**src/fcor_defines.svh**
```systemverilog
// register offsets, field positions, reset values and timing counts
`ifndef FCOR_DEFINES_SVH
`define FCOR_DEFINES_SVH

`define FCOR_ADDR_CLOCK_DIVIDER  4'h0
`define FCOR_ADDR_OPTION_LATCH   4'h1
`define FCOR_ADDR_SECURITY_CTRL  4'h2
`define FCOR_ADDR_STATUS         4'h3

`define FCOR_BIT_LOADED          7
`define FCOR_BIT_PRESCALE        6
`define FCOR_BIT_KEY_ENABLE      7
`define FCOR_BIT_REDIR_DISABLE   6

`define FCOR_DIVIDER_RESET       8'h00
`define FCOR_OPTION_RESET        8'h00
`define FCOR_SECURE_UNLOCKED     2'h2
`define FCOR_PRESCALE_COUNT      3'h7
`define FCOR_KEY_BYTES           4'h8

`endif

```
**src/fcor_pkg.sv**
```systemverilog
// types shared by the flash clock and option register block
package fcor_pkg;
   typedef logic [7:0] fcor_byte_t;
   typedef logic [3:0] fcor_addr_t;
   typedef enum logic {FCOR_SRC_CPU, FCOR_SRC_DEBUG} fcor_source_e;
   typedef enum {FCOR_KEY_IDLE, FCOR_KEY_COLLECT, FCOR_KEY_DONE} fcor_key_state_e;
endpackage

```
**src/fcor_flash_clock_option.sv**
```systemverilog
// flash clock divider, option latch, security state and backdoor key logic
`timescale 1ns/10ps
`include "fcor_defines.svh"

// What this block does
// RL1: divisor and prescale bits take only the first write after reset.
// RL2: bit 7 is read-only loaded flag, set by first write.
// RL3: program and erase blocked until loaded flag is one.
// RL4: prescale bit selects bus clock or bus clock divided by eight.
// RL5: divider divides selected input by divisor field plus one.
// RL6: software keeps the flash clock between 150 and 200 kHz.
// RL7: each program or erase pulse is one flash clock cycle.
// RL8: option latch loads the nonvolatile option byte at reset release.
// RL9: option bits 5 to 2 always read zero.
// RL10: option latch readable anytime, writes leave it unchanged.
// RL11: software reprograms option byte then resets to change options.
// RL12: key enable bit gates the eight-byte in-order backdoor key.
// RL13: key writes count only from secure user firmware, never debug.
// RL14: redirection disable bit turns vector redirection off when one.
// RL15: security code unsecured only for pattern 1:0.
// RL16: while secure, unsecured sources cannot reach RAM or flash.
// RL17: security code becomes 1:0 after key match or blank check.
// RL18: blocked secure access ignores writes and reads zero.
// RL19: divider counter pulses every divisor plus one inputs, restarts on load.
module fcor_flash_clock_option (
   // clock and reset
   input  wire logic                  clock_i,
   input  wire logic                  reset_n_i,
   // register port
   input  wire fcor_pkg::fcor_addr_t  reg_addr_i,
   input  wire fcor_pkg::fcor_byte_t  reg_wdata_i,
   input  wire logic                  reg_write_i,
   input  wire logic                  reg_read_i,
   output fcor_pkg::fcor_byte_t       reg_rdata_o,
   // nonvolatile option byte and key programming
   input  wire fcor_pkg::fcor_byte_t  nonvolatile_option_byte_i,
   input  wire logic                  key_prog_en_i,
   input  wire logic [2:0]            key_prog_addr_i,
   input  wire fcor_pkg::fcor_byte_t  key_prog_data_i,
   // flash engine side
   input  wire logic                  op_request_i,
   input  wire logic                  blank_check_ok_i,
   output logic                       op_allowed_o,
   output logic                       op_accept_o,
   output logic                       op_blocked_o,
   output logic                       internal_flash_clock_o,
   output logic                       flash_pulse_o,
   // memory access gate
   input  wire fcor_pkg::fcor_source_e mem_source_i,
   input  wire logic                  mem_from_secure_i,
   input  wire logic                  mem_write_i,
   input  wire fcor_pkg::fcor_byte_t  mem_rdata_i,
   output logic                       mem_write_en_o,
   output fcor_pkg::fcor_byte_t       mem_rdata_o,
   // option outputs
   output logic                       secure_o,
   output logic                       redirection_disable_o,
   output logic                       backdoor_key_enable_o
);
   import fcor_pkg::*;

   // ------------------------------------------------------------
   // register storage
   // ------------------------------------------------------------
   logic             divisor_loaded_flag_q;
   logic             prescale_by_eight_q;
   logic [5:0]       divisor_field_q;
   logic [7:0]       flash_option_latch_q;
   logic             option_captured_q;
   logic [1:0]       security_code_q;
   logic             key_access_q;
   fcor_key_state_e  key_state_q;
   logic [2:0]       key_index_q;
   logic             key_mismatch_q;
   logic [7:0]       key_byte_q;
   logic             key_cmp_pending_q;
   logic [7:0]       key_store_rdata;
   logic             div_load;
   logic             unsecured;

   function automatic logic is_write(input fcor_addr_t a, input fcor_addr_t t, input logic w);
      is_write = w && (a == t);
   endfunction

   // divisor register takes write only while unloaded
   assign div_load = is_write(reg_addr_i, `FCOR_ADDR_CLOCK_DIVIDER, reg_write_i) && !divisor_loaded_flag_q;

   // RL15: only 1:0 unsecured
   assign unsecured = (security_code_q == `FCOR_SECURE_UNLOCKED);

   // ------------------------------------------------------------
   // clock divider register
   // ------------------------------------------------------------
   // RL1: first write only
   always_ff @(posedge clock_i or negedge reset_n_i) begin
      if (!reset_n_i) begin
         prescale_by_eight_q <= 1'b0;
         divisor_field_q     <= 6'h00;
      end else if (div_load) begin
         prescale_by_eight_q <= reg_wdata_i[`FCOR_BIT_PRESCALE];
         divisor_field_q     <= reg_wdata_i[5:0];
      end
   end

   // RL2: loaded flag set by first write
   always_ff @(posedge clock_i or negedge reset_n_i) begin
      if (!reset_n_i) begin
         divisor_loaded_flag_q <= 1'b0;
      end else if (div_load) begin
         divisor_loaded_flag_q <= 1'b1;
      end
   end

   // ------------------------------------------------------------
   // flash clock generation
   // ------------------------------------------------------------
   logic [2:0] pre_cnt_q;
   logic [5:0] div_cnt_q;
   logic       div_tick;

   // RL4: divide-by-eight prescaler
   always_ff @(posedge clock_i or negedge reset_n_i) begin
      if (!reset_n_i) begin
         pre_cnt_q <= 3'h0;
      end else if (div_load) begin
         pre_cnt_q <= 3'h0;
      end else begin
         pre_cnt_q <= pre_cnt_q + 3'h1;
      end
   end

   assign div_tick = divisor_loaded_flag_q && (!prescale_by_eight_q || pre_cnt_q == `FCOR_PRESCALE_COUNT);

   // RL19: counter restarts on load
   // RL5: divide by divisor plus one
   always_ff @(posedge clock_i or negedge reset_n_i) begin
      if (!reset_n_i) begin
         div_cnt_q <= 6'h00;
      end else if (div_load) begin
         div_cnt_q <= 6'h00;
      end else if (div_tick) begin
         div_cnt_q <= (div_cnt_q >= divisor_field_q) ? 6'h00 : div_cnt_q + 6'h01;
      end
   end

   // RL7: one pulse per flash clock cycle
   always_ff @(posedge clock_i or negedge reset_n_i) begin
      if (!reset_n_i) begin
         flash_pulse_o          <= 1'b0;
         internal_flash_clock_o <= 1'b0;
      end else begin
         flash_pulse_o          <= div_tick && (div_cnt_q >= divisor_field_q);
         internal_flash_clock_o <= divisor_loaded_flag_q && (div_cnt_q <= {1'b0, divisor_field_q[5:1]});
      end
   end

   // RL3: operations gated by loaded flag
   always_ff @(posedge clock_i or negedge reset_n_i) begin
      if (!reset_n_i) begin
         op_allowed_o <= 1'b0;
         op_accept_o  <= 1'b0;
         op_blocked_o <= 1'b0;
      end else begin
         op_allowed_o <= divisor_loaded_flag_q;
         op_accept_o  <= op_request_i && divisor_loaded_flag_q;
         op_blocked_o <= op_request_i && !divisor_loaded_flag_q;
      end
   end

   // ------------------------------------------------------------
   // option latch
   // ------------------------------------------------------------
   // RL8: capture nonvolatile byte at reset release
   // RL10: bus writes never reach the latch
   always_ff @(posedge clock_i or negedge reset_n_i) begin
      if (!reset_n_i) begin
         flash_option_latch_q <= `FCOR_OPTION_RESET;
         option_captured_q    <= 1'b0;
      end else if (!option_captured_q) begin
         // RL9: bits 5 to 2 forced to zero
         flash_option_latch_q <= {nonvolatile_option_byte_i[7:6], 4'h0, nonvolatile_option_byte_i[1:0]};
         option_captured_q    <= 1'b1;
      end
   end

   // ------------------------------------------------------------
   // backdoor key entry
   // ------------------------------------------------------------
   logic key_write;
   logic key_ctrl_write;

   // RL13: only secure user firmware counts
   assign key_write = key_access_q && is_write(reg_addr_i, `FCOR_ADDR_STATUS, reg_write_i)
                      && mem_source_i == FCOR_SRC_CPU && mem_from_secure_i;
   assign key_ctrl_write = is_write(reg_addr_i, `FCOR_ADDR_SECURITY_CTRL, reg_write_i)
                           && mem_source_i == FCOR_SRC_CPU && mem_from_secure_i;

   fcor_key_store #(
      .DEPTH(8)
   ) u_key_store (
      .clock_i   (clock_i),
      .wr_en_i   (key_prog_en_i),
      .wr_addr_i (key_prog_addr_i),
      .wr_data_i (key_prog_data_i),
      .rd_addr_i (key_index_q),
      .rd_data_o (key_store_rdata)
   );

   // RL12: key only when enabled, in order
   always_ff @(posedge clock_i or negedge reset_n_i) begin
      if (!reset_n_i) begin
         key_access_q      <= 1'b0;
         key_state_q       <= FCOR_KEY_IDLE;
         key_index_q       <= 3'h0;
         key_mismatch_q    <= 1'b0;
         key_byte_q        <= 8'h00;
         key_cmp_pending_q <= 1'b0;
      end else begin
         key_cmp_pending_q <= key_write;
         if (key_write) begin
            key_byte_q <= reg_wdata_i;
         end
         case (key_state_q)
            FCOR_KEY_IDLE: begin
               if (key_ctrl_write && reg_wdata_i[0] && flash_option_latch_q[`FCOR_BIT_KEY_ENABLE]) begin
                  key_access_q   <= 1'b1;
                  key_index_q    <= 3'h0;
                  key_mismatch_q <= 1'b0;
                  key_state_q    <= FCOR_KEY_COLLECT;
               end
            end
            FCOR_KEY_COLLECT: begin
               if (key_cmp_pending_q) begin
                  if (key_byte_q != key_store_rdata) begin
                     key_mismatch_q <= 1'b1;
                  end
                  key_index_q <= key_index_q + 3'h1;
                  if (key_index_q == 3'h7) begin
                     key_state_q <= FCOR_KEY_DONE;
                  end
               end else if (key_ctrl_write && !reg_wdata_i[0]) begin
                  key_access_q <= 1'b0;
                  key_state_q  <= FCOR_KEY_IDLE;
               end
            end
            FCOR_KEY_DONE: begin
               if (key_ctrl_write && !reg_wdata_i[0]) begin
                  key_access_q <= 1'b0;
                  key_state_q  <= FCOR_KEY_IDLE;
               end
            end
            default: begin
               key_state_q <= FCOR_KEY_IDLE;
            end
         endcase
      end
   end

   // RL17: unlock on key match or blank check
   always_ff @(posedge clock_i or negedge reset_n_i) begin
      if (!reset_n_i) begin
         security_code_q <= 2'h3;
      end else if (!option_captured_q) begin
         security_code_q <= nonvolatile_option_byte_i[1:0];
      end else if (blank_check_ok_i || (key_state_q == FCOR_KEY_DONE && key_ctrl_write
                                       && !reg_wdata_i[0] && !key_mismatch_q)) begin
         security_code_q <= `FCOR_SECURE_UNLOCKED;
      end
   end

   // ------------------------------------------------------------
   // secure memory gate
   // ------------------------------------------------------------
   logic mem_ok;
   // RL16: deny unsecured sources while secure
   assign mem_ok = unsecured || (mem_source_i == FCOR_SRC_CPU && mem_from_secure_i);

   // RL18: blocked writes dropped, reads zero
   always_ff @(posedge clock_i or negedge reset_n_i) begin
      if (!reset_n_i) begin
         mem_write_en_o <= 1'b0;
         mem_rdata_o    <= 8'h00;
      end else begin
         mem_write_en_o <= mem_write_i && mem_ok;
         mem_rdata_o    <= mem_ok ? mem_rdata_i : 8'h00;
      end
   end

   // RL14: redirection disable and option outputs
   always_ff @(posedge clock_i or negedge reset_n_i) begin
      if (!reset_n_i) begin
         secure_o              <= 1'b1;
         redirection_disable_o <= 1'b0;
         backdoor_key_enable_o <= 1'b0;
      end else begin
         secure_o              <= !unsecured;
         redirection_disable_o <= flash_option_latch_q[`FCOR_BIT_REDIR_DISABLE];
         backdoor_key_enable_o <= flash_option_latch_q[`FCOR_BIT_KEY_ENABLE];
      end
   end

   // ------------------------------------------------------------
   // register read port
   // ------------------------------------------------------------
   always_ff @(posedge clock_i or negedge reset_n_i) begin
      if (!reset_n_i) begin
         reg_rdata_o <= 8'h00;
      end else if (reg_read_i) begin
         case (reg_addr_i)
            `FCOR_ADDR_CLOCK_DIVIDER: reg_rdata_o <= {divisor_loaded_flag_q, prescale_by_eight_q, divisor_field_q};
            `FCOR_ADDR_OPTION_LATCH:  reg_rdata_o <= {flash_option_latch_q[7:2], security_code_q};
            `FCOR_ADDR_SECURITY_CTRL: reg_rdata_o <= {7'h00, key_access_q};
            `FCOR_ADDR_STATUS:        reg_rdata_o <= {6'h00, !unsecured, key_mismatch_q};
            default:                  reg_rdata_o <= 8'h00;
         endcase
      end else begin
         reg_rdata_o <= 8'h00;
      end
   end
endmodule // fcor_flash_clock_option

```
**src/fcor_key_store.sv**
```systemverilog
// small memory holding the eight backdoor key bytes
`timescale 1ns/10ps
module fcor_key_store #(
   parameter int DEPTH = 8
) (
   // clock
   input  wire logic                     clock_i,
   // write port (key programming)
   input  wire logic                     wr_en_i,
   input  wire logic [$clog2(DEPTH)-1:0] wr_addr_i,
   input  wire logic [7:0]               wr_data_i,
   // read port
   input  wire logic [$clog2(DEPTH)-1:0] rd_addr_i,
   output logic      [7:0]               rd_data_o
);
   logic [7:0] mem_q [DEPTH];

   always_ff @(posedge clock_i) begin
      if (wr_en_i) begin
         mem_q[wr_addr_i] <= wr_data_i;
      end
   end

   always_ff @(posedge clock_i) begin
      rd_data_o <= mem_q[rd_addr_i];
   end
endmodule // fcor_key_store

```
**config.mk**
```make
export PLATFORM = sky130hd
export DESIGN_NAME = fcor_flash_clock_option
export DESIGN_NICKNAME = d
export VERILOG_FILES = /design/src/fcor_pkg.sv /design/src/fcor_flash_clock_option.sv /design/src/fcor_key_store.sv
export VERILOG_INCLUDE_DIRS = /design/src
export SDC_FILE = /design/constraint.sdc
export NUM_CORES = 1
export LEC_CHECK = 0
export ABC_AREA = 1
export BUFFER_PORTS_ARGS = -buffer_cell sky130_fd_sc_hd__buf_2
export CORE_ASPECT_RATIO = 0.7
export CORE_MARGIN = 2
export CORE_UTILIZATION = 50
export CTS_BUF_LIST = sky130_fd_sc_hd__clkbuf_8 sky130_fd_sc_hd__clkbuf_16
export DETAILED_ROUTE_END_ITERATION = 8
export GPL_ROUTABILITY_DRIVEN = 0
export PLACE_DENSITY = 0.72
export SLEW_MARGIN = 20
export SYNTH_ARGS = -nofsm -noshare
export SYNTH_HDL_FRONTEND = slang
export SYNTH_SLANG_ARGS = --single-unit
```
**constraint.sdc**
```tcl
create_clock -name clock_i -period 1.32 [get_ports clock_i]
set_input_delay 0.198 -clock clock_i [delete_from_list [all_inputs] [get_ports clock_i]]
set_output_delay 0.198 -clock clock_i [all_outputs]
set_load 0.01 [all_outputs]
```
* Word-level counts from Yosys, hierarchy flattened
Memory sizes are Yosys's and may differ from the RTL's. A register that Yosys moved wholly into a read port is not among the register bits.
Cells that the tools add are included.
** Word-level totals
- RAM bits :: 64
- Memories kept :: 1
- Latch bits :: 0
- Flip-flop bits (word level) :: 95
- Input bits :: 49
- Output and inout bits :: 25
- Memory bits (read-only) :: 0
- Logic and storage cells :: 114
** Memory list
- u_key_store.mem_q :: depth 8, bits a word 8, rd ports 1, clocked after memory_dff 1, wr ports 1, line fcor_key_store.sv:16 : logic [7:0] mem_q [DEPTH];
** Operators by class
- $add $sub $neg :: 3
- Reduce and logical (&&, ||, !) cells :: 39
- Magnitude comparators :: 2
- $mul :: 0
- Shift-type cells :: 0
- Div/mod/pow operators :: 0
- Eq/ne operators :: 16
- Bitwise gates (word level) :: 1
- Multiplexer cells :: 27
** Operators by type and width (number)
- $mux W32 :: 4
- $pmux W32 S3 :: 1
- $eq A32 B1 Y1 const B :: 1
- $eq A32 B2 Y1 const B :: 1
- $eq A32 B3 Y1 const B :: 1
- $logic_not A32 Y1 :: 1
- $pmux W8 S4 :: 1
- $logic_and A1 B1 Y1 :: 22
- $mux W6 :: 3
- $mux W8 :: 2
- $mux W3 :: 3
- $eq A4 B2 Y1 const B :: 2
- $mux W1 :: 8
- $ne A2 B2 Y1 const B :: 4
- $ne A8 B8 Y1 :: 1
- $add A3 B1 Y3 const B :: 2
- $add A6 B1 Y6 const B :: 1
- $eq A3 B3 Y1 const B :: 2
- $ge A6 B6 Y1 :: 1
- $le A6 B5 Y1 :: 1
- $pmux W3 S2 :: 1
- $reduce_and A3 Y1 :: 2
- $logic_not A1 Y1 :: 5
- $eq A4 B1 Y1 const B :: 1
- 13 further kinds :: 17

* Logic depth before layout (Yosys ltp)
Gate-level depths: netlist of run 1.
- Depth after elaboration :: 10
- Mapped depth :: 11
- Mapped depth without buffers :: 11

* Cells and area by module
Synthesis of run 1 repeated with hierarchy kept, for this count alone.
** Unflattened totals
- Cell total of the unflattened synthesis :: 712
- Area, all modules :: 6932.9 um2
** Modules (own cells, without submodules)
- fcor_flash_clock_option :: cells an instance 409, area an instance 3882.5 um2, seq. area each 2331.0 um2, instances 1
- fcor_key_store :: cells an instance 303, area an instance 3050.4 um2, seq. area each 2082.0 um2, instances 1

* Worst setup path after synthesis of run 1
No wires, ideal clock.
- Kind :: reg-to-reg
- Start point :: register divisor_field_q[5]
- End point :: register div_cnt_q[3]
- Period minus slack after synthesis :: 1.430 ns
- Arrival time :: 1.357 ns
- Library setup time :: 0.073 ns
- Buffers on the path :: 0
- Data required time :: 1.247 ns
- Stages on the path, launching flop included :: 11
- Slack :: -0.110 ns
- Cells stage by stage :: dfrtp_1 -> inv_1 -> ha_1 -> nand2_1 -> inv_1 -> nor2_1 -> o21a_1 -> nand2_1 -> nor2_1 -> o21ai_0 -> a21oi_2
** On the way
- Longest elaborated chain between the ends :: 4
** RTL lines
- from (decl) :: line fcor_flash_clock_option.sv:67 : logic [5:0] divisor_field_q;
- from (signal assigned) :: line fcor_flash_clock_option.sv:101 : divisor_field_q <= reg_wdata_i[5:0];
- $ge A6 B6 Y1 :: line fcor_flash_clock_option.sv:142 : div_cnt_q <= (div_cnt_q >= divisor_field_q) ? 6'h00 : div_cnt_q + 6'h01;
- $mux W6 :: line fcor_flash_clock_option.sv:142
- $mux W6 :: line fcor_flash_clock_option.sv:141 : end else if (div_tick) begin
- $mux W6 :: line fcor_flash_clock_option.sv:139 : end else if (div_load) begin
- to (signal assigned) :: line fcor_flash_clock_option.sv:142
- to (decl) :: line fcor_flash_clock_option.sv:118 : logic [5:0] div_cnt_q;
No other way between the ends. The select of a mux whose other input is x is not followed.
A chain may end at the register's enable or synchronous reset.

* Worst setup path in the final report of run 1
- Start point :: register divisor_field_q[1]
- End point :: register div_cnt_q[2]
Same word-level chain as after synthesis.

==> impl_metrics.tcl, run 1 <==
set metrics [dict create \
    synth_enable_flop_cells 64 \
    cellInternalPower_mw 8.67 \
    dpl-instance-area_sq_um 7650 \
    clkLatencyLatePin_ns 0.43 \
    grt_max_degree 57 \
    cts_buffer_depth 2 \
    run_status "finished with violations" \
    violations "negative setup slack" \
    layout_commonest_cell "sky130_fd_sc_hd__nor2_1" \
    power_leakage_nw 4.07 \
    design_area_sq_um 8980 \
    hpwl_um 9100 \
    arrival_ns 1.89 \
    final_nets 876 \
    p_total_mw 11.1 \
    synth_xor_area_share_pct 1.19 \
    drt-total-wl_um 15500 \
    routed-via-count 4971 \
    syn-mean-instance-area_sq_um 10.5 \
    start_kind "register" \
    setup_failing_eps_final 18 \
    top_post_synthesis_cells_by_area "sky130_fd_sc_hd__dfrtp_1 34%, sky130_fd_sc_hd__edfxtp_1 29%, sky130_fd_sc_hd__nor2_1 7.1%" \
    netlist.area_leader.share_pct 33.9 \
    groute.usage.overall_pct 21.9 \
    grt_pass1_wl_um 23600 \
    p_per_area_nw_per_um2 1230 \
    place.port_buffers 69 \
    floorplan.initialDensity_pct 50.9 \
    worstPathMaxFanout 3 \
    synth_mux_area_share_pct 0 \
    most-common-layout-cells "112 x sky130_fd_sc_hd__nor2_1, 88 x sky130_fd_sc_hd__dfrtp_1, 82 x sky130_fd_sc_hd__nand2_1" \
    die_h_um 100 \
    layout_setup_ws_ns -0.219 \
    synth.largest_area_cell "sky130_fd_sc_hd__dfrtp_1" \
    drtPass1Iterations 5 \
    timing.final.crit_period_ns 1.54 \
    post_synth_and_or_nand_nor_area_fraction_pct 16.0 \
    floorplan.rows 35 \
    pwr-share-comb_pct 4.8 \
    crit_required_ns 1.68 \
    post_synthesis_async_set_or_reset_flop_share_pct 56.4 \
    final-hold-violation-count 0 \
    synth_ff_type "sky130_fd_sc_hd__dfrtp_1" \
    crit_type "register to register" \
    drive_above_1_share_pct 30.5 \
    drt_iter0_markers 425 \
    synthesis.area_sq_um 6640 \
    synth_top_family_by_area "simple AND/OR/NAND/NOR gates" \
    cap_viol_max_count 0 \
    cts.htree.levels 4 \
    fp.dieArea_sq_um 14200 \
    grt_pass1_vias 4982 \
    tritoncts "yes" \
    clk_pin_slew_ns 0.06 \
    worst_hold_path_type "input pin to register" \
    max_freq_mhz 650 \
    syn-instance-count 631 \
    clkPwrFrac_pct 44.5 \
    share_seq_of_total_power_pct 50.7 \
    netSwitchingPower_mw 2.42 \
    global_route.overflow_total 0 \
    synthToLayoutAreaGrowth_pct 35.2 \
    ys_warn_count 0 \
    dieWidth_um 142 \
    count_of_nets_left_with_antenna_violations_after_detail_routing 0 \
    dp_worst_setup_slack_ns -0.190 \
    grt_setup_unrepaired "yes" \
    route.detailed.wl_per_inst_um 15.6 \
    fraction_of_the_mapped_netlist_area_in_compound_gates_pct 7.74 \
    timing.setup.tns_ns -2.37 \
    detail_route.drc_violations 0 \
    clock_sinks 165 \
    coreArea_sq_um 13100 \
    timing_max_transition_violations_final 0 \
    layout.cells.non_filler 990 \
    yosys_register_bits 165 \
    synth_seq_area_share_pct 66.4 \
    timing.critical_path.to_type "register" \
    min_period_over_period_pct 117 \
    top_level_ports 74 \
    yosys.area_share.adder_pct 3.01 \
    p_sw_share_pct 21.8 \
    setup_clock_skew_after_layout_ns 0.00687 \
    grt_antenna_before_repair 0 \
    peakVddDrop_mv 1.00 \
    synth.distinct_cells 38 \
    cts.root.buffer_cell "sky130_fd_sc_hd__clkbuf_16" \
    route.detailed.vias_per_inst 5.02 \
    numPlacedInstances 926 \
    num_antenna_cells 0 \
    cts_inserted_buffers 17 \
]
power by group through the flow:
stage / clock network, mW / logic [mW] / registers (mW)
floorplan: 0 / 0.196 / 5.71
global placement: 0 / 0.460 / 5.70
detailed placement: 0 / 0.483 / 5.71
CTS: 5.01 / 0.528 / 5.61
global route: 5.26 / 0.605 / 5.63
finish: 4.94 / 0.534 / 5.62
cell usage after synthesis, drive strengths merged, types with 4 or more instances:
master    n
a21oi    15
a31oi    10
buf      10
clkbuf    4
dfrtp    90
dfxtp     8
edfxtp   64
ha       16
inv      76
nand2    98
nand3    24
nor2    131
o21ai    53
o22ai    10
xnor2     9
final cells by class:
type | count | area (sq um)
clock buffer | 21 | 503
clock inverter | 11 | 97.6
fill | 905 | 4070
inverter | 77 | 297
multi-input combinational | 404 | 2280
sequential | 165 | 4420
tap | 166 | 208
timing repair buffer | 146 | 1180
routing by layer:
| layer | routed length (um) | GRT usage, % | up-vias | share of wire (%) |
|---|---|---|---|---|
| met5 | 0 | 0 | - | 0 |
| met2 | 7590 | 36.7 | 146 | 49 |
| met4 | 357 | 9.38 | 0 | 2.3 |
| li1 | - | - | 2386 | - |
| met3 | 816 | 5.15 | 32 | 5.3 |
| met1 | 6710 | 27.6 | 2407 | 43 |
worst paths after layout:
path | from | to | slack (ns) | cells past startpoint
min reg2reg | flash_option_latch_q[6]$_DFFE_PN0N_ | redirection_disable_o$_DFF_PN0_ | 0.44 | 0
min | blank_check_ok_i | security_code_q[0]$_DFFE_PN1P_ | 0.03 | 4
max in group asynchronous | reset_n_i | secure_o$_DFF_PN1_ | 0.58 | 3
min in group asynchronous | reset_n_i | mem_rdata_o[0]$_DFF_PN0_ | 0.14 | 2
max reg2reg | divisor_field_q[1]$_DFFE_PN0P_ | div_cnt_q[2]$_DFFE_PN0P_ | -0.22 | 8
max | divisor_field_q[1]$_DFFE_PN0P_ | div_cnt_q[2]$_DFFE_PN0P_ | -0.22 | 8
timing repair:
action / CTS / global route
hold buffers: 16 / 0
gates resized for setup: 33 / 89
gates cloned: 1 / 3
pin swaps: 19 / 43
endpoints found under the setup margin: 20 / 31
setup buffers: 3 / 9
hold endpoints to repair: 106 / 0
worst max-delay path, cell delays in order (launching register included):
cell and delay (ns):
sky130_fd_sc_hd__dfrtp_1 0.40, sky130_fd_sc_hd__inv_2 0.10, sky130_fd_sc_hd__ha_4 0.20, sky130_fd_sc_hd__a21boi_4 0.14, sky130_fd_sc_hd__o21ai_2 0.16, sky130_fd_sc_hd__nand2_2 0.10
sky130_fd_sc_hd__nor2_4 0.15, sky130_fd_sc_hd__nand2_1 0.08, sky130_fd_sc_hd__a21oi_2 0.13
kinds of logic (layout without fill, tap and decap cells):
kind of cell             after synthesis  count (layout)
flip-flops                           165             165
adder cells (fa/ha/maj)               16              16
buffers and inverters                 91             255
other                                  2              31
AND/OR/NAND/NOR                      255             255
XOR/XNOR                               9               9
AO/OA/AOI/OAI                         93              93
stage by stage:
stage / utilization (%) / hold WS (ns)
floorplan: - / -0.0976
global placement: 58.6 / 0.0324
detailed placement: 58.6 / 0.0345
CTS: 65.7 / 0.0192
global route: 68.8 / 0.0305
finish: 68.8 / 0.0275
registers in the layout (all words and copies together), names as in the netlist, 2 cells and up:
name                   cells
u_key_store.rd_data_o      8
key_byte_q                 8
key_state_q               32
div_cnt_q                  6
mem_rdata_o                8
reg_rdata_o                8
divisor_field_q            6
flash_option_latch_q       2
security_code_q            2
key_index_q                3
u_key_store.mem_q         64
pre_cnt_q                  3
(Power assumes the default switching activity.)
==> run 2: changes to the inputs <==
- CORE_UTILIZATION: 50 -> 47
- PLACE_DENSITY: 0.72 -> 0.69
==> run 2 against run 1 <==
Hold slack got worse by 0.0032 ns. Worst setup slack improved by 0.035 ns. Final area fell by 0.68%. Critical path depth rose by 2. Routed wire length fell by 2.4%. Clock skew rose by 0.0031 ns. The flow still finishes with violations (negative setup slack). Largest cell class unchanged. Power rose by 0.35%. Count of clock-buffer cells in the layout did not move. Non-clock buffer count rose by 2. Die area rose by 6.2%.
==> impl_metrics.tcl, run 2 (synthesized netlist as in run 1, its figures left out) <==
set metrics [dict create \
    die_h_um 103 \
    clk_pin_slew_ns 0.06 \
    top_level_ports 74 \
    layout.cells.non_filler 1016 \
    finalCoreUtilization_pct 64.3 \
    setup_failing_eps_final 17 \
    biggestRegsByFlops "u_key_store.mem_q: 64 flops, key_state_q: 32 flops" \
    route.detailed.vias_per_inst 4.85 \
    grt_max_degree 56 \
    layout_commonest_cell "sky130_fd_sc_hd__nor2_1" \
    p_sw_share_pct 21.5 \
    setup_clock_skew_after_layout_ns 0.00995 \
    timing.final.crit_period_ns 1.50 \
    p_per_area_nw_per_um2 1250 \
    num_antenna_cells 0 \
    coreArea_sq_um 13900 \
    run_status "finished with violations" \
    arrival_ns 1.82 \
    peakVddDrop_mv 1.01 \
    largest_register_ff_count 64 \
    cellInternalPower_mw 8.73 \
    crit_required_ns 1.63 \
    tritoncts "yes" \
    drt-total-wl_um 15100 \
    clkLatencyLatePin_ns 0.42 \
    largest-register "u_key_store.mem_q" \
    numPlacedInstances 955 \
    floorplan.initialDensity_pct 47.9 \
    final_nets 878 \
    crit_type "register to register" \
    place.port_buffers 69 \
    violations "negative setup slack" \
    synthToLayoutAreaGrowth_pct 34.3 \
    hold_ws_ns 0.0243 \
    groute.usage.overall_pct 20.1 \
    clkPwrFrac_pct 44.7 \
    cts.root.buffer_cell "sky130_fd_sc_hd__clkbuf_16" \
    route.detailed.wl_per_inst_um 14.9 \
    count_of_nets_left_with_antenna_violations_after_detail_routing 0 \
    netSwitchingPower_mw 2.39 \
    cap_viol_max_count 0 \
    power_leakage_nw 4.04 \
    grt_pass1_wl_um 23300 \
    start_kind "register" \
    routed-via-count 4931 \
    clock_sinks 165 \
    cts_buffer_depth 2 \
    dieWidth_um 146 \
    floorplan.rows 36 \
    layout_setup_ws_ns -0.184 \
    detail_route.drc_violations 0 \
    hpwl_um 9360 \
    max_freq_mhz 665 \
    pwr-share-comb_pct 4.9 \
    final-hold-violation-count 0 \
    fp.dieArea_sq_um 15100 \
    global_route.overflow_total 0 \
    drt_iter0_markers 365 \
    grt_pass1_vias 4812 \
    worst_hold_path_type "input pin to register" \
    cts.htree.levels 4 \
    share_seq_of_total_power_pct 50.5 \
    worstPathMaxFanout 6 \
    most-common-layout-cells "117 x sky130_fd_sc_hd__nor2_1, 88 x sky130_fd_sc_hd__dfrtp_1, 79 x sky130_fd_sc_hd__nand2_1" \
    cts_inserted_buffers 17 \
    drtPass1Iterations 5 \
    grt_setup_unrepaired "yes" \
    p_total_mw 11.1 \
    grt_antenna_before_repair 0 \
    timing_max_transition_violations_final 0 \
    timing.critical_path.to_type "register" \
    min_period_over_period_pct 114 \
    drive_above_1_share_pct 30.8 \
]
-- run 2: cell count changes in the layout (fill, tap and decap cells not counted), moves of 3 or more --
cell                       previous run  this run
sky130_fd_sc_hd__buf_12               9         5
sky130_fd_sc_hd__a21oi_1             11         8
sky130_fd_sc_hd__nor2_2              12         7
sky130_fd_sc_hd__o21ai_1             19        10
sky130_fd_sc_hd__nand2_2             10        13
sky130_fd_sc_hd__a21oi_2              4         7
sky130_fd_sc_hd__nor2_1             112       117
sky130_fd_sc_hd__clkinv_2             0         4
sky130_fd_sc_hd__o21ai_0             27        37
sky130_fd_sc_hd__nand2_1             82        79
sky130_fd_sc_hd__buf_4               41        51
-- run 2: power groups by stage --
stage	registers (mW)	logic, mW	clock network, mW
floorplan	5.71	0.196	0
global placement	5.70	0.464	0
detailed placement	5.71	0.491	0
CTS	5.61	0.538	5.04
finish	5.61	0.543	4.97
global route	5.63	0.616	5.28
-- run 2: layer usage --
| layer | share of wire, % | global-route usage, % | vias to the layer above |
|---|---|---|---|
| li1 | - | - | 2383 |
| met1 | 43 | 26.3 | 2382 |
| met3 | 4.8 | 5.57 | 26 |
| met2 | 51 | 33.4 | 140 |
| met4 | 1.4 | 6.65 | 0 |
| met5 | 0 | 0 | - |
-- run 2: worst paths after layout --
kind | start | to | slack, ns | cells after the start
min in group asynchronous | reset_n_i | mem_rdata_o[4]$_DFF_PN0_ | 0.15 | 2
max in group asynchronous | reset_n_i | security_code_q[0]$_DFFE_PN1P_ | 0.64 | 3
worst min-delay path | blank_check_ok_i | security_code_q[0]$_DFFE_PN1P_ | 0.02 | 4
worst max register to register | key_state_q[9]$_DFFE_PN0P_ | key_access_q$_DFFE_PN0P_ | -0.18 | 10
worst max-delay path | key_state_q[9]$_DFFE_PN0P_ | key_access_q$_DFFE_PN0P_ | -0.18 | 10
worst min register to register | flash_option_latch_q[6]$_DFFE_PN0N_ | redirection_disable_o$_DFF_PN0_ | 0.43 | 0
-- run 2: timing repair --
item | in CTS | in global routing
buffers inserted | 6 | 6
gates cloned | 0 | 2
resized for setup | 47 | 48
endpoints found under the setup margin | 19 | 32
hold endpoints to repair | 105 | 0
hold buffers | 16 | 0
pin swaps | 35 | 30
-- run 2: area by class of cell --
cell class                 count  area [sq um]
fill                        1077          4950
multi-input combinational    404          2270
timing repair buffer         148          1100
sequential                   165          4420
clock buffer                  21           514
tap                          190           238
inverter                      77           292
clock inverter                11          93.8
-- run 2: worst max-delay path, cell delays in order (launching register included) --
cell	delay [ns]
sky130_fd_sc_hd__dfrtp_1	0.39
sky130_fd_sc_hd__nor2_1	0.14
sky130_fd_sc_hd__nand3_1	0.13
sky130_fd_sc_hd__nor2_4	0.13
sky130_fd_sc_hd__nand2_2	0.08
sky130_fd_sc_hd__nor2_4	0.14
sky130_fd_sc_hd__nand2_4	0.11
sky130_fd_sc_hd__nand3_1	0.11
sky130_fd_sc_hd__nand2_1	0.06
sky130_fd_sc_hd__nand2_1	0.06
sky130_fd_sc_hd__inv_1	0.04
-- run 2: metrics by stage --
step	setup TNS [ns]	instance area, sq um	setup WS (ns)
4_1_cts	-1.51	8690	-0.151
5_1_grt	-3.88	8920	-0.282
2_1_floorplan	-0.0974	6770	-0.0429
6_report	-2.24	8920	-0.184
3_3_place_gp	-1.37	7700	-0.138
3_5_place_dp	-1.91	7700	-0.165
==> run 3: changes to the inputs <==
- CAP_MARGIN: unset -> 20
- clock period: 1.32 -> 1.2 ns (I/O delays scaled with it)
==> run 3 against run 2 <==
The run still ends with negative setup slack left. Final area grew 5.6%. Routed wire length grew 8.7%. Non-clock buffer count grew 24. Critical path type unchanged. Global-route usage grew 1.4 points. Highest routed layer unchanged. Final cell count grew 2.5%. Via count grew 2.5%. Largest cell class unchanged. Sequential power grew 10%.
==> impl_metrics.tcl, run 3 (synthesized netlist as in run 1, its figures left out) <==
set metrics [dict create \
    run_status "finished with violations" \
    violations "negative setup slack" \
    fp.dieArea_sq_um 15100 \
    worst_hold_path_type "input pin to register" \
    biggestRegsByFlops "u_key_store.mem_q: 64 flops, key_state_q: 32 flops" \
    layout_setup_ws_ns -0.329 \
    global_route.overflow_total 0 \
    drtPass1Iterations 4 \
    cts_inserted_buffers 17 \
    route.detailed.wl_per_inst_um 15.8 \
    groute.usage.overall_pct 21.5 \
    most-common-layout-cells "110 x sky130_fd_sc_hd__nor2_1, 88 x sky130_fd_sc_hd__dfrtp_1, 79 x sky130_fd_sc_hd__nand2_1" \
    grt_antenna_before_repair 0 \
    die_h_um 103 \
    setup.reg_to_reg.worst_slack_ns -0.33 \
    clkLatencyLatePin_ns 0.42 \
    critPathCapture "div_cnt_q[3]$_DFFE_PN0P_" \
    tritoncts "yes" \
    setup_failing_eps_final 26 \
    top_level_ports 74 \
    count_of_nets_left_with_antenna_violations_after_detail_routing 0 \
    capturing_point_of_the_worst_reg2reg_path "div_cnt_q[3]$_DFFE_PN0P_" \
    coreArea_sq_um 13900 \
    synthToLayoutAreaGrowth_pct 41.8 \
    final_nets 903 \
    clock_sinks 165 \
    crit_type "register to register" \
    dp_worst_setup_slack_ns -0.274 \
    grt_pass1_vias 5068 \
    power_leakage_nw 4.22 \
    hpwl_um 9420 \
    layout_commonest_cell "sky130_fd_sc_hd__nor2_1" \
    detail_route.drc_violations 0 \
    drive_above_1_share_pct 36.9 \
    grt_setup_unrepaired "yes" \
    share_seq_of_total_power_pct 50.0 \
    largest_register_ff_count 64 \
    clkPwrFrac_pct 44.8 \
    crit_required_ns 1.56 \
    finalCoreUtilization_pct 67.9 \
    cts.root.buffer_cell "sky130_fd_sc_hd__clkbuf_16" \
    worstReg2RegStart "divisor_field_q[1]$_DFFE_PN0P_" \
    setup_clock_skew_after_layout_ns 0.00993 \
    worstRegToRegCells 8 \
    min_period_over_period_pct 127 \
    grt_max_degree 29 \
    timing.final.crit_period_ns 1.53 \
    num_antenna_cells 0 \
    drt_iter0_markers 220 \
    setup.worst_path.start "divisor_field_q[1]$_DFFE_PN0P_" \
    worstPathMaxFanout 3 \
    cts.htree.levels 4 \
    drt-total-wl_um 16400 \
    largest-register "u_key_store.mem_q" \
    floorplan.initialDensity_pct 47.9 \
    start_kind "register" \
    timing.setup.tns_ns -4.82 \
    max_freq_mhz 654 \
    cts_buffer_depth 2 \
    timing_max_transition_violations_final 0 \
    cap_viol_max_count 0 \
    peakVddDrop_mv 1.06 \
    place.port_buffers 69 \
    floorplan.rows 36 \
    routed-via-count 5055 \
    hold_ws_ns 0.0202 \
    timing.critical_path.to_type "register" \
    arrival_ns 1.89 \
    dieWidth_um 146 \
    route.detailed.vias_per_inst 4.86 \
    pwr-share-comb_pct 5.2 \
    grt_pass1_wl_um 24700 \
    netSwitchingPower_mw 2.74 \
    p_sw_share_pct 22.2 \
    final-hold-violation-count 0 \
    clk_pin_slew_ns 0.07 \
    p_per_area_nw_per_um2 1310 \
    cellInternalPower_mw 9.64 \
]
run 3: per-stage QoR:
| step | total power [mW] | instance area (sq um) | instances |
|---|---|---|---|
| final | 12.4 | 9420 | 1041 |
| after floorplan | 6.50 | 6780 | 660 |
| after detailed placement | 6.84 | 7840 | 969 |
| after global routing | 12.8 | 9420 | 1041 |
| after CTS | 12.4 | 8980 | 1030 |
| after global placement | 6.81 | 7840 | 969 |
run 3: worst min-delay path by stage:
stage,start,to,slack [ns],depth (start not counted)
floorplan,reset_n_i,backdoor_key_enable_o$_DFF_PN0_,-0.12,0
global placement,reset_n_i,mem_rdata_o[0]$_DFF_PN0_,0.12,1
detailed placement,reset_n_i,mem_rdata_o[3]$_DFF_PN0_,0.13,1
CTS,reg_read_i,reg_rdata_o[1]$_DFF_PN0_,0.006,3
global route,key_prog_data_i[3],u_key_store.mem_q[6][3]$_DFFE_PP_,0.009,1
finish,reg_read_i,reg_rdata_o[1]$_DFF_PN0_,0.02,3
run 3: repair_timing:
action	in CTS	in global routing
setup endpoints to repair	27	41
gates cloned	5	2
pin swaps	31	50
hold buffers	17	0
hold endpoints to repair	58	0
resized for setup	68	97
buffers inserted	7	10
run 3: routing by layer:
metal | wire [um] | global-route usage [%] | share of wire (%) | vias to the layer above
met5 | 0 | 0 | 0 | -
met4 | 233 | 7.54 | 1.4 | 0
met3 | 753 | 4.34 | 4.6 | 21
met2 | 8400 | 37.2 | 51 | 132
met1 | 7030 | 27.7 | 43 | 2461
li1 | - | - | - | 2441
run 3: power by group through the flow:
stage / Sequential, mW / Clock (mW) / Combinational (mW)
final: 6.19 / 5.55 / 0.642
after global routing: 6.20 / 5.90 / 0.720
after CTS: 6.18 / 5.64 / 0.618
after detailed placement: 6.28 / 0 / 0.559
after global placement: 6.27 / 0 / 0.536
after floorplan: 6.29 / 0 / 0.216
run 3: final cells by class:
type,instances,area [sq um]
Clock buffer,19,464
Clock inverter,13,143
Fill cell,985,4450
Inverter,77,298
Multi-Input combinational cell,404,2440
Sequential cell,165,4420
Tap cell,190,238
Timing Repair Buffer,172,1420
Timing Repair inverter,1,5.00
run 3: worst max-delay path, cell delays in order (launching register included):
cell	delay, ns
sky130_fd_sc_hd__dfrtp_1	0.39
sky130_fd_sc_hd__inv_2	0.09
sky130_fd_sc_hd__ha_4	0.20
sky130_fd_sc_hd__a21boi_2	0.16
sky130_fd_sc_hd__o21ai_2	0.15
sky130_fd_sc_hd__nand2_2	0.10
sky130_fd_sc_hd__nor2_4	0.16
sky130_fd_sc_hd__o21ai_2	0.08
sky130_fd_sc_hd__a21oi_2	0.14
